--- config.mk ---
export PLATFORM = sky130hd
export DESIGN_NAME = room_temp_command_value_tx
export DESIGN_NICKNAME = d
export VERILOG_FILES = /design/src/core/rtc_tx_pkg.sv /design/src/core/room_temp_command_value_tx.sv
export VERILOG_INCLUDE_DIRS = /design/src /design/src/core
export SDC_FILE = /design/constraint.sdc
export NUM_CORES = 2
export LEC_CHECK = 0
export BUFFER_PORTS_ARGS = -buffer_cell sky130_fd_sc_hd__buf_2
export CAP_MARGIN = 20
export CORE_ASPECT_RATIO = 0.5
export CORE_UTILIZATION = 45
export CTS_CLUSTER_SIZE = 12
export DETAILED_ROUTE_END_ITERATION = 8
export HOLD_SLACK_MARGIN = 0.08
export REMOVE_ABC_BUFFERS = 1
export SYNTH_ARGS = -nofsm -noshare
export SYNTH_HDL_FRONTEND = slang
export SYNTH_SLANG_ARGS = --single-unit
--- constraint.sdc ---
create_clock -name sys_clk_i -period 13.9 [get_ports sys_clk_i]
set_clock_uncertainty 0.1 [all_clocks]
set_input_delay 1.39 -clock sys_clk_i [delete_from_list [all_inputs] [get_ports sys_clk_i]]
set_output_delay 1.39 -clock sys_clk_i [all_outputs]
set_load 0.1 [all_outputs]
--- src/core/rtc_tx_params.svh ---
`ifndef RTC_TX_PARAMS_SVH
`define RTC_TX_PARAMS_SVH

// --------------------------------------------------------------------
// time base
// --------------------------------------------------------------------
`define CLK_HZ        200000000
`define SECOND_S      1
`define CV_EVAL_S     30
`define SEC_PER_MIN   60

// --------------------------------------------------------------------
// value scaling
// --------------------------------------------------------------------
`define PCT_FULL      100
`define CV_FULL       255
`define NUM_CH        4

// --------------------------------------------------------------------
// register byte offsets
// --------------------------------------------------------------------
`define OFS_CTRL      8'h00
`define OFS_TEMP_CFG  8'h04
`define OFS_CV_CFG    8'h08
`define OFS_CH_CFG    8'h0C
`define OFS_TEMP_STAT 8'h10
`define OFS_CV_STAT   8'h14
`define OFS_BIT_STAT  8'h18

// --------------------------------------------------------------------
// field positions
// --------------------------------------------------------------------
`define CTRL_REPROG   0
`define CTRL_RD_EN    1
`define CTRL_SENS_LO  2
`define CTRL_COMB     4
`define CH_INV        2

// --------------------------------------------------------------------
// reset values
// --------------------------------------------------------------------
`define RST_CTRL      32'h0000_0000
`define RST_TEMP_CFG  32'h0000_0000
`define RST_CV_CFG    32'h0000_0000
`define RST_CH_CFG    32'h0000_0000

`endif

--- src/core/rtc_tx_pkg.sv ---
package rtc_tx_pkg;

  typedef enum logic [1:0] {
    CT_CONT = 2'b00,
    CT_PWM  = 2'b01,
    CT_TWO  = 2'b10
  } ctrl_type_e;

  typedef enum logic [1:0] {
    SENSE_INT  = 2'b00,
    SENSE_COMB = 2'b01,
    SENSE_EXT  = 2'b10
  } sensor_e;

  typedef enum logic [3:0] {
    OBJ_TEMP  = 4'h0,
    OBJ_BYTE0 = 4'h1,
    OBJ_BIT0  = 4'h5
  } obj_e;

  typedef enum logic {
    TX_IDLE = 1'b0,
    TX_HOLD = 1'b1
  } tx_state_e;

endpackage : rtc_tx_pkg

--- src/core/room_temp_command_value_tx.sv ---
// Design decisions made here: the APB interface to the registers and the placing of the registers.
`timescale 1ns/1ps
`default_nettype none
`include "rtc_tx_params.svh"

module room_temp_command_value_tx #(
  parameter int unsigned SEC_CYCLES = `CLK_HZ * `SECOND_S
) (
  input  wire logic                 sys_clk_i,
  input  wire logic                 rst_i,
  input  wire logic                 psel_i,
  input  wire logic                 penable_i,
  input  wire logic                 pwrite_i,
  input  wire logic [7:0]           paddr_i,
  input  wire logic [31:0]          pwdata_i,
  output logic      [31:0]          prdata_o,
  output logic                      pready_o,
  output logic                      pslverr_o,
  input  wire logic [15:0]          int_temp_i,
  input  wire logic [15:0]          ext_temp_i,
  input  wire logic                 ext_temp_valid_i,
  input  wire logic                 temp_read_i,
  input  wire logic                 heat_active_i,
  input  wire logic [3:0][6:0]      cv_pct_i,
  input  wire logic [3:0]           sw_req_i,
  output logic                      tx_valid_o,
  output logic      [3:0]           tx_obj_o,
  output logic      [15:0]          tx_data_o,
  output logic                      tx_resp_o,
  input  wire logic                 tx_ready_i
);

  // ------------------------------------------------------------------
  // functions
  // ------------------------------------------------------------------
  function automatic logic cyc_due(input logic [7:0] period, input logic [7:0] cnt);
    cyc_due = (period != 8'h00) && (cnt >= period);
  endfunction : cyc_due

  function automatic logic [7:0] enc_cv(input logic [6:0] pct, input logic inv);
    logic [15:0] scaled;
    scaled = (16'(pct) * 16'(`CV_FULL) + 16'(`PCT_FULL / 2)) / 16'(`PCT_FULL);
    enc_cv = inv ? ~scaled[7:0] : scaled[7:0];
  endfunction : enc_cv

  function automatic logic [7:0] min_step(input logic [7:0] cnt, input logic tick,
                                          input logic restart);
    if (restart) begin
      min_step = 8'h00;
    end else if (tick && cnt != 8'hFF) begin
      min_step = cnt + 8'h01;
    end else begin
      min_step = cnt;
    end
  endfunction : min_step

  // ------------------------------------------------------------------
  // time base
  // ------------------------------------------------------------------
  logic [27:0] sec_cnt;
  logic [4:0]  eval_cnt;
  logic [5:0]  min_cnt;
  logic        sec_tick;
  logic        eval_tick;
  logic        min_tick;

  assign sec_tick  = (sec_cnt == 28'(SEC_CYCLES - 1));
  assign eval_tick = sec_tick && (eval_cnt == 5'(`CV_EVAL_S - 1));
  assign min_tick  = sec_tick && (min_cnt == 6'(`SEC_PER_MIN - 1));

  always_ff @(posedge sys_clk_i or posedge rst_i) begin
    if (rst_i) begin
      sec_cnt <= 28'h0000000;
    end else if (sec_tick) begin
      sec_cnt <= 28'h0000000;
    end else begin
      sec_cnt <= sec_cnt + 28'h0000001;
    end
  end

  always_ff @(posedge sys_clk_i or posedge rst_i) begin
    if (rst_i) begin
      eval_cnt <= 5'h00;
      min_cnt  <= 6'h00;
    end else if (sec_tick) begin
      eval_cnt <= eval_tick ? 5'h00 : eval_cnt + 5'h01;
      min_cnt  <= min_tick ? 6'h00 : min_cnt + 6'h01;
    end
  end

  // ------------------------------------------------------------------
  // apb registers
  // ------------------------------------------------------------------
  logic [31:0] ctrl;
  logic [31:0] temp_cfg;
  logic [31:0] cv_cfg;
  logic [31:0] ch_cfg;
  logic        reprog;
  logic        wr_en;
  logic        rd_setup;
  logic [31:0] rd_mux;
  logic        rd_hit;
  logic [15:0] actual_temp;
  logic [15:0] last_temp;
  logic        ext_seen;
  logic [3:0][7:0] byte_val;
  logic [3:0]  bit_val;
  rtc_tx_pkg::tx_state_e tx_state;

  assign pready_o = 1'b1;
  assign wr_en    = psel_i && penable_i && pwrite_i;
  assign rd_setup = psel_i && !penable_i;

  always_ff @(posedge sys_clk_i or posedge rst_i) begin
    if (rst_i) begin
      ctrl     <= `RST_CTRL;
      temp_cfg <= `RST_TEMP_CFG;
      cv_cfg   <= `RST_CV_CFG;
      ch_cfg   <= `RST_CH_CFG;
      reprog   <= 1'b0;
    end else begin
      reprog <= wr_en && (paddr_i == `OFS_CTRL) && pwdata_i[`CTRL_REPROG];
      if (wr_en) begin
        case (paddr_i)
          `OFS_CTRL:     ctrl     <= {27'h0000000, pwdata_i[4:1], 1'b0};
          `OFS_TEMP_CFG: temp_cfg <= pwdata_i;
          `OFS_CV_CFG:   cv_cfg   <= {8'h00, pwdata_i[23:0]};
          `OFS_CH_CFG:   ch_cfg   <= pwdata_i & 32'h0707_0707;
          default:       ;
        endcase
      end
    end
  end

  always_comb begin
    rd_hit = 1'b1;
    case (paddr_i)
      `OFS_CTRL:      rd_mux = ctrl;
      `OFS_TEMP_CFG:  rd_mux = temp_cfg;
      `OFS_CV_CFG:    rd_mux = cv_cfg;
      `OFS_CH_CFG:    rd_mux = ch_cfg;
      `OFS_TEMP_STAT: rd_mux = {last_temp, actual_temp};
      `OFS_CV_STAT:   rd_mux = {byte_val[3], byte_val[2], byte_val[1], byte_val[0]};
      `OFS_BIT_STAT:  rd_mux = {26'h0000000, tx_state == rtc_tx_pkg::TX_HOLD, ext_seen,
                                bit_val};
      default: begin
        rd_mux = 32'h0000_0000;
        rd_hit = 1'b0;
      end
    endcase
  end

  always_ff @(posedge sys_clk_i or posedge rst_i) begin
    if (rst_i) begin
      prdata_o  <= 32'h0000_0000;
      pslverr_o <= 1'b0;
    end else if (rd_setup) begin
      prdata_o  <= pwrite_i ? 32'h0000_0000 : rd_mux;
      pslverr_o <= !rd_hit;
    end
  end

  // ------------------------------------------------------------------
  // actual temperature
  // ------------------------------------------------------------------
  logic [15:0] ext_temp_q;
  logic [15:0] int_cal;
  logic [15:0] ext_cal;
  logic [16:0] avg_sum;
  logic [16:0] temp_diff;
  logic [16:0] temp_abs;
  logic        temp_changed;
  logic [7:0]  temp_min;
  logic        temp_pend;
  logic        resp_pend;
  logic        load_temp;
  logic        load_resp;

  always_ff @(posedge sys_clk_i or posedge rst_i) begin
    if (rst_i) begin
      ext_temp_q <= 16'h0000;
      ext_seen   <= 1'b0;
    end else if (ext_temp_valid_i) begin
      ext_temp_q <= ext_temp_i;
      ext_seen   <= 1'b1;
    end
  end

  assign int_cal = int_temp_i + {{8{temp_cfg[23]}}, temp_cfg[23:16]};
  assign ext_cal = ext_temp_q + {{8{temp_cfg[31]}}, temp_cfg[31:24]};
  assign avg_sum = {int_cal[15], int_cal} + {ext_cal[15], ext_cal};

  always_comb begin
    case (rtc_tx_pkg::sensor_e'(ctrl[`CTRL_SENS_LO +: 2]))
      rtc_tx_pkg::SENSE_COMB: actual_temp = ext_seen ? avg_sum[16:1] : int_cal;
      rtc_tx_pkg::SENSE_EXT:  actual_temp = ext_seen ? ext_cal : 16'h0000;
      default:                actual_temp = int_cal;
    endcase
  end

  assign temp_diff    = {actual_temp[15], actual_temp} - {last_temp[15], last_temp};
  assign temp_abs     = temp_diff[16] ? (17'h00000 - temp_diff) : temp_diff;
  assign temp_changed = (temp_cfg[7:0] != 8'h00) && (temp_abs >= {9'h000, temp_cfg[7:0]});

  always_ff @(posedge sys_clk_i or posedge rst_i) begin
    if (rst_i) begin
      temp_pend <= 1'b1;
      temp_min  <= 8'h00;
      last_temp <= 16'h0000;
      resp_pend <= 1'b0;
    end else begin
      temp_min <= min_step(temp_min, min_tick, load_temp);
      if (load_temp) begin
        last_temp <= actual_temp;
      end
      // only change, period or refresh set it
      if (reprog || (!load_temp && (temp_changed || cyc_due(temp_cfg[15:8], temp_min)))) begin
        temp_pend <= 1'b1;
      end else if (load_temp) begin
        temp_pend <= 1'b0;
      end
      if (temp_read_i && ctrl[`CTRL_RD_EN]) begin
        resp_pend <= 1'b1;
      end else if (load_resp) begin
        resp_pend <= 1'b0;
      end
    end
  end

  // ------------------------------------------------------------------
  // command value channels
  // ------------------------------------------------------------------
  logic [3:0] pend_byte;
  logic [3:0] pend_bit;
  logic [3:0] load_byte;
  logic [3:0] load_bit;
  logic       combined;

  assign combined = ctrl[`CTRL_COMB];

  genvar k;
  generate
    for (k = 0; k < `NUM_CH; k++) begin : g_ch
      localparam int P = (k >= 2) ? k - 2 : k;
      rtc_tx_pkg::ctrl_type_e ctype;
      logic        inv;
      logic        en;
      logic [6:0]  sat_pct;
      logic [6:0]  pct_now;
      logic [6:0]  pct_next_pwm;
      logic [6:0]  last_pct;
      logic [7:0]  pct_diff;
      logic        sw_bit;
      logic        next_sw;
      logic [7:0]  cyc_min;
      logic [13:0] pwm_sec;
      logic [15:0] period_s;
      logic        pwm_end;
      logic        pwm_on;
      logic        cont_chg;

      // own type, shared type when combined
      assign ctype = rtc_tx_pkg::ctrl_type_e'((combined && k >= 2) ? ch_cfg[8*P +: 2]
                                                                    : ch_cfg[8*k +: 2]);
      assign inv   = ch_cfg[8*k + `CH_INV];
      // only the active direction drives a shared object
      assign en    = !combined || ((k < 2) ? heat_active_i : !heat_active_i);
      assign sat_pct = (cv_pct_i[k] > 7'(`PCT_FULL)) ? 7'(`PCT_FULL) : cv_pct_i[k];

      assign period_s = 16'(cv_cfg[23:16]) * 16'(`SEC_PER_MIN);
      assign pwm_end  = sec_tick && (16'(pwm_sec) + 16'h0001 >= period_s);
      assign pwm_on   = (period_s != 16'h0000) &&
                        (24'(pwm_sec) * 24'(`PCT_FULL) < 24'(pct_now) * 24'(period_s));

      assign pct_diff = (pct_now >= last_pct) ? 8'(pct_now - last_pct)
                                              : 8'(last_pct - pct_now);
      assign cont_chg = (cv_cfg[7:0] != 8'h00) && (pct_diff >= cv_cfg[7:0]);

      always_comb begin
        case (ctype)
          rtc_tx_pkg::CT_PWM: next_sw = pwm_on;
          rtc_tx_pkg::CT_TWO: next_sw = eval_tick ? sw_req_i[k] : sw_bit;
          default:            next_sw = sw_bit;
        endcase
      end

      always_ff @(posedge sys_clk_i or posedge rst_i) begin
        if (rst_i) begin
          pct_now      <= 7'h00;
          pct_next_pwm <= 7'h00;
          pwm_sec      <= 14'h0000;
        end else begin
          if (eval_tick && ctype == rtc_tx_pkg::CT_CONT) begin
            pct_now <= sat_pct;
          end
          if (eval_tick) begin
            pct_next_pwm <= sat_pct;
          end
          if (ctype != rtc_tx_pkg::CT_PWM) begin
            pwm_sec <= 14'h0000;
          end else if (pwm_end) begin
            pwm_sec <= 14'h0000;
            pct_now <= pct_next_pwm;
          end else if (sec_tick) begin
            pwm_sec <= pwm_sec + 14'h0001;
          end
        end
      end

      always_ff @(posedge sys_clk_i or posedge rst_i) begin
        if (rst_i) begin
          sw_bit    <= 1'b0;
          last_pct  <= 7'h00;
          cyc_min   <= 8'h00;
          pend_byte[k] <= 1'b0;
          pend_bit[k]  <= 1'b0;
        end else begin
          sw_bit  <= next_sw;
          cyc_min <= min_step(cyc_min, min_tick, load_byte[k] || load_bit[k]);
          if (load_byte[k]) begin
            last_pct <= pct_now;
          end
          // no byte unless change or period
          if (en && ((ctype == rtc_tx_pkg::CT_CONT && !load_byte[k] &&
                      (cont_chg || cyc_due(cv_cfg[15:8], cyc_min))) ||
                     (ctype == rtc_tx_pkg::CT_PWM && pwm_end && pct_next_pwm != pct_now))) begin
            pend_byte[k] <= 1'b1;
          end else if (load_byte[k]) begin
            pend_byte[k] <= 1'b0;
          end
          if (en && ((ctype != rtc_tx_pkg::CT_CONT && next_sw != sw_bit) ||
                     (ctype == rtc_tx_pkg::CT_TWO && !load_bit[k] &&
                      cyc_due(cv_cfg[15:8], cyc_min)))) begin
            pend_bit[k] <= 1'b1;
          end else if (load_bit[k]) begin
            pend_bit[k] <= 1'b0;
          end
        end
      end

      assign byte_val[k] = enc_cv(pct_now, inv);
      assign bit_val[k]  = sw_bit ^ inv;
    end
  endgenerate

  // ------------------------------------------------------------------
  // telegram sender
  // ------------------------------------------------------------------
  logic [3:0]  next_obj;
  logic [15:0] next_data;
  logic        any_load;
  int          pick;

  always_comb begin
    load_resp = 1'b0;
    load_temp = 1'b0;
    load_byte = 4'h0;
    load_bit  = 4'h0;
    next_obj  = rtc_tx_pkg::OBJ_TEMP;
    next_data = actual_temp;
    pick      = -1;
    if (tx_state == rtc_tx_pkg::TX_IDLE) begin
      if (resp_pend) begin
        load_resp = 1'b1;
      end else if (temp_pend) begin
        load_temp = 1'b1;
      end else begin
        for (int i = `NUM_CH - 1; i >= 0; i--) begin
          if (pend_bit[i]) begin
            pick = i;
          end
        end
        for (int i = `NUM_CH - 1; i >= 0; i--) begin
          if (pend_byte[i]) begin
            pick = i + `NUM_CH;
          end
        end
        if (pick >= `NUM_CH) begin
          load_byte[pick - `NUM_CH] = 1'b1;
          next_obj  = rtc_tx_pkg::OBJ_BYTE0 + 4'((combined && pick >= `NUM_CH + 2) ?
                                                 pick - `NUM_CH - 2 : pick - `NUM_CH);
          next_data = {8'h00, byte_val[pick - `NUM_CH]};
        end else if (pick >= 0) begin
          load_bit[pick] = 1'b1;
          next_obj  = rtc_tx_pkg::OBJ_BIT0 + 4'((combined && pick >= 2) ? pick - 2 : pick);
          next_data = {15'h0000, bit_val[pick]};
        end
      end
    end
  end

  assign any_load = load_resp || load_temp || (load_byte != 4'h0) || (load_bit != 4'h0);

  always_ff @(posedge sys_clk_i or posedge rst_i) begin
    if (rst_i) begin
      tx_state   <= rtc_tx_pkg::TX_IDLE;
      tx_valid_o <= 1'b0;
      tx_obj_o   <= 4'h0;
      tx_data_o  <= 16'h0000;
      tx_resp_o  <= 1'b0;
    end else begin
      case (tx_state)
        rtc_tx_pkg::TX_IDLE: begin
          if (any_load) begin
            tx_state   <= rtc_tx_pkg::TX_HOLD;
            tx_valid_o <= 1'b1;
            tx_obj_o   <= next_obj;
            tx_data_o  <= next_data;
            tx_resp_o  <= load_resp;
          end
        end
        rtc_tx_pkg::TX_HOLD: begin
          if (tx_ready_i) begin
            tx_state   <= rtc_tx_pkg::TX_IDLE;
            tx_valid_o <= 1'b0;
          end
        end
        default: begin
          tx_state   <= rtc_tx_pkg::TX_IDLE;
          tx_valid_o <= 1'b0;
        end
      endcase
    end
  end

endmodule : room_temp_command_value_tx

`default_nettype wire

==> results.sh <==
export IMPL_drt_wirelength_per_cell_um=19.6
export IMPL_hpwl_um=133000
export IMPL_nNetsFinal=8233
export IMPL_synth_seq_cells=395
export IMPL_synth_area_um2=57200
export IMPL_postRouteAntennaNets=0
export IMPL_drt_initial_drc_count=3812
export IMPL_cts_resized=0
export IMPL_drc=0
export IMPL_synth_largest_area_cell="ha_1"
export IMPL_slew_viol_final=0
export IMPL_cts_made_buffers=46
export IMPL_synthArstFlopShare_pct=100
export IMPL_final_util_pct=48.8
export IMPL_initial_utilization_pct=45.4
export IMPL_synth_common_cells="ha_1, inv_1, nand2_1"
export IMPL_clockRootBuffer="clkbuf_16"
export IMPL_port_buffers=167
export IMPL_slowest_delay_ns=0.78
export IMPL_worst_pin_slew_ns=1.17
export IMPL_maxCapViolCount=0
export IMPL_routabilityCongestion=0.943
export IMPL_layout_drive_gt1_share_pct=7.89
export IMPL_overflow=0
export IMPL_status="complete, no violations"
export IMPL_drt_wl_total_um=170000
export IMPL_grt_max_degree=102
export IMPL_relSlewSlack_pct=21.6
export IMPL_rsz0062_at_grt="false"
export IMPL_synth_edff_count=0
export IMPL_start_kind="register"
export IMPL_grt_busiest_layer="met2"
export IMPL_critPathArrivalTime_ns=12.64
export IMPL_cts_hold_buf=0
export IMPL_area_growth_pct=7.47
export IMPL_clock_sinks=395
export IMPL_yosysMostFrequentCell="ha_1"
export IMPL_die_h_um=254
export IMPL_synth_top_area_share_pct=18.7
export IMPL_die_area_um2=129000
export IMPL_layout_min_cycle_time_ns=12.18
export IMPL_clk_pin_slew_ns=0.07
export IMPL_synthTopCellsByArea="ha_1, dfrtp_1, fa_1, inv_1, nand2_1"
export IMPL_ys_types=124
export IMPL_cp_slowest_cell="dfrtp_1"
export IMPL_dr_pass1_iters=6
export IMPL_fillers=12400
export IMPL_vias=48900
export IMPL_use_met3_pct=5.22
export IMPL_die_w_um=506
export IMPL_ys_flop_type="dfrtp_1"
export IMPL_finalSetupViolCount=0
export IMPL_io_pin_count=169
export IMPL_grtUsageTotal_pct=26.2
export IMPL_clock_latency_ns=0.67
export IMPL_num_rows=92
export IMPL_min_path_type="reg -> reg"
export IMPL_post_route_period_util_pct=87.6
export IMPL_core_um2=126000
export IMPL_crit_type="reg -> reg"
export IMPL_worst_path_buf_inv=4
export IMPL_ys_warn_count=0
export IMPL_cpLargestDelayFamily="compound AO/OA/AOI/OAI gates"
export IMPL_grt_first_pass_wirelength_um=267000
export IMPL_clock_path_buffers=3
export IMPL_yosysSeqAreaShare_pct=17.3
export IMPL_htree_levels=2
export IMPL_worstPathRequired_ns=14.36
export IMPL_grt_antenna_before_repair=17
export IMPL_hold_viol_final=0
export IMPL_grt_pass1_vias=46900
export IMPL_cts_tree="done"
export IMPL_viasPerCell=5.65
export IMPL_syn_inst=6842
export IMPL_crit_fanout=17
export IMPL_timing_fmax_ghz=0.0821
export IMPL_avgSynthCellArea_um2=8.36
export IMPL_endpoint_kind="register"
export IMPL_met2_usage_pct=40.3
export IMPL_met1_usage_pct=37.9
export IMPL_cts_setup_buffers=0
export IMPL_setup_tns_ns=0
## registers in the layout (all words and copies together), names as in the netlist, 5 cells and up
| register | cells |
|---|---|
| tx_data_o | 16 |
| last_temp | 16 |
| prdata_o | 32 |
| ch_cfg | 12 |
| g_ch.pct_next_pwm | 28 |
| cv_cfg | 24 |
| sec_cnt | 28 |
| temp_cfg | 32 |
| temp_min | 8 |
| g_ch.last_pct | 28 |
| ext_temp_q | 16 |
| g_ch.pwm_sec | 56 |
| eval_cnt | 5 |
| g_ch.cyc_min | 32 |
| g_ch.pct_now | 28 |
| min_cnt | 6 |
## worst register-to-register path, delay by kind of cell (launching register included)
family                   cells  cell delay [ns]
flip-flops                   1             0.78
buffers and inverters        4             0.61
AND/OR/NAND/NOR              8             2.40
XOR/XNOR                     5             1.50
AO/OA/AOI/OAI               11             3.51
multiplexers                 2             1.01
adder cells (fa/ha/maj)      5             2.19
## area by class of cell
type / instances / area [um^2] / share of cell area [%]
multi-input cells: 5406 / 43500 / 70.7
flip-flops and latches: 395 / 9890 / 16.1
inverters: 824 / 3100 / 5.04
well taps: 1692 / 2120 / 3.44
repair buffers: 250 / 1460 / 2.37
clock buffers: 63 / 1260 / 2.06
clock inverters: 16 / 203 / 0.330
diodes: 3 / 7.51 / 0.0122
## final timing paths
path | startpoint | end | slack (ns) | cells after the start
max reg2reg | g_ch[3].pct_now[3] | tx_data_o[0] | 1.72 | 35
max | g_ch[3].pct_now[3] | tx_data_o[0] | 1.72 | 35
max in group asynchronous | rst_i | temp_min[2] | 10.64 | 4
min in group asynchronous | rst_i | sec_cnt[22] | 0.78 | 2
min reg2reg | reprog | temp_pend | 0.34 | 1
min | reprog | temp_pend | 0.34 | 1
## cell usage in the layout (no fill, tap or decap), types with 21 or more instances in the layout
cell       Yosys  final
and3_1        42     42
o22ai_1       32     32
a222oi_1      28     28
nor2b_1       83     83
clkbuf_16      0     46
a31oi_1       40     40
and2_1        28     28
fa_1         343    343
nor4_1        28     28
mux2i_1       63     63
o211ai_1      42     42
a22oi_1       42     42
nor2_1       416    413
a21oi_1      390    390
buf_4          9     83
a221oi_1      21     21
xnor2_1      297    292
xor2_1       173    171
nand4_1       78     78
o31a_1        23     23
a22o_1        26     26
o21a_1        38     38
o21ai_0      422    422
nand3_1      119    119
buf_2         19    167
o31ai_1       28     28
or3_1         26     26
o21bai_1      90     90
dfrtp_1      394    394
nand2_1      797    796
a211oi_1      49     48
o21ai_1       21     21
nand2b_1     141    141
or2_2         22     22
inv_1        824    823
a21o_1        82     82
mux2_2       108    108
nor3_1        98     96
ha_1         854    854
## per-layer routing
layer  vias up  part of all wire [%]
li1      23800                     -
met1     23500                    48
met2      1387                    43
met3       212                   7.7
met4        12                   2.0
met5         -                 0.049
## stage by stage
stage	std cells	hold WS, ns	setup slack (ns)	area, um^2
4_1_cts	8645	0.337	1.74	61500
5_1_grt	8649	0.349	0.874	61500
6_report	8649	0.341	1.72	61500
3_3_place_gp	8566	0.324	1.89	60000
2_1_floorplan	6625	0.319	1.43	56300
3_5_place_dp	8566	0.326	1.76	60000
## kinds of logic after synthesis
| logic type | count (synthesis) | share of synthesized area, % |
|---|---|---|
| and+or+nand+nor | 1955 | 16.0 |
| AOI/OAI and AO/OA | 1596 | 18.3 |
| adders and majority gates | 1205 | 30.8 |
| buffers and inverters | 1041 | 6.96 |
| xor gates and xnor gates | 474 | 7.31 |
| DFF | 395 | 17.3 |
| muxes | 175 | 3.35 |
| other | 1 | 0.00655 |
Power is left out: the tool's default activity adds up to more than one toggle a clock period on the data nets, which glitch-free logic cannot reach.
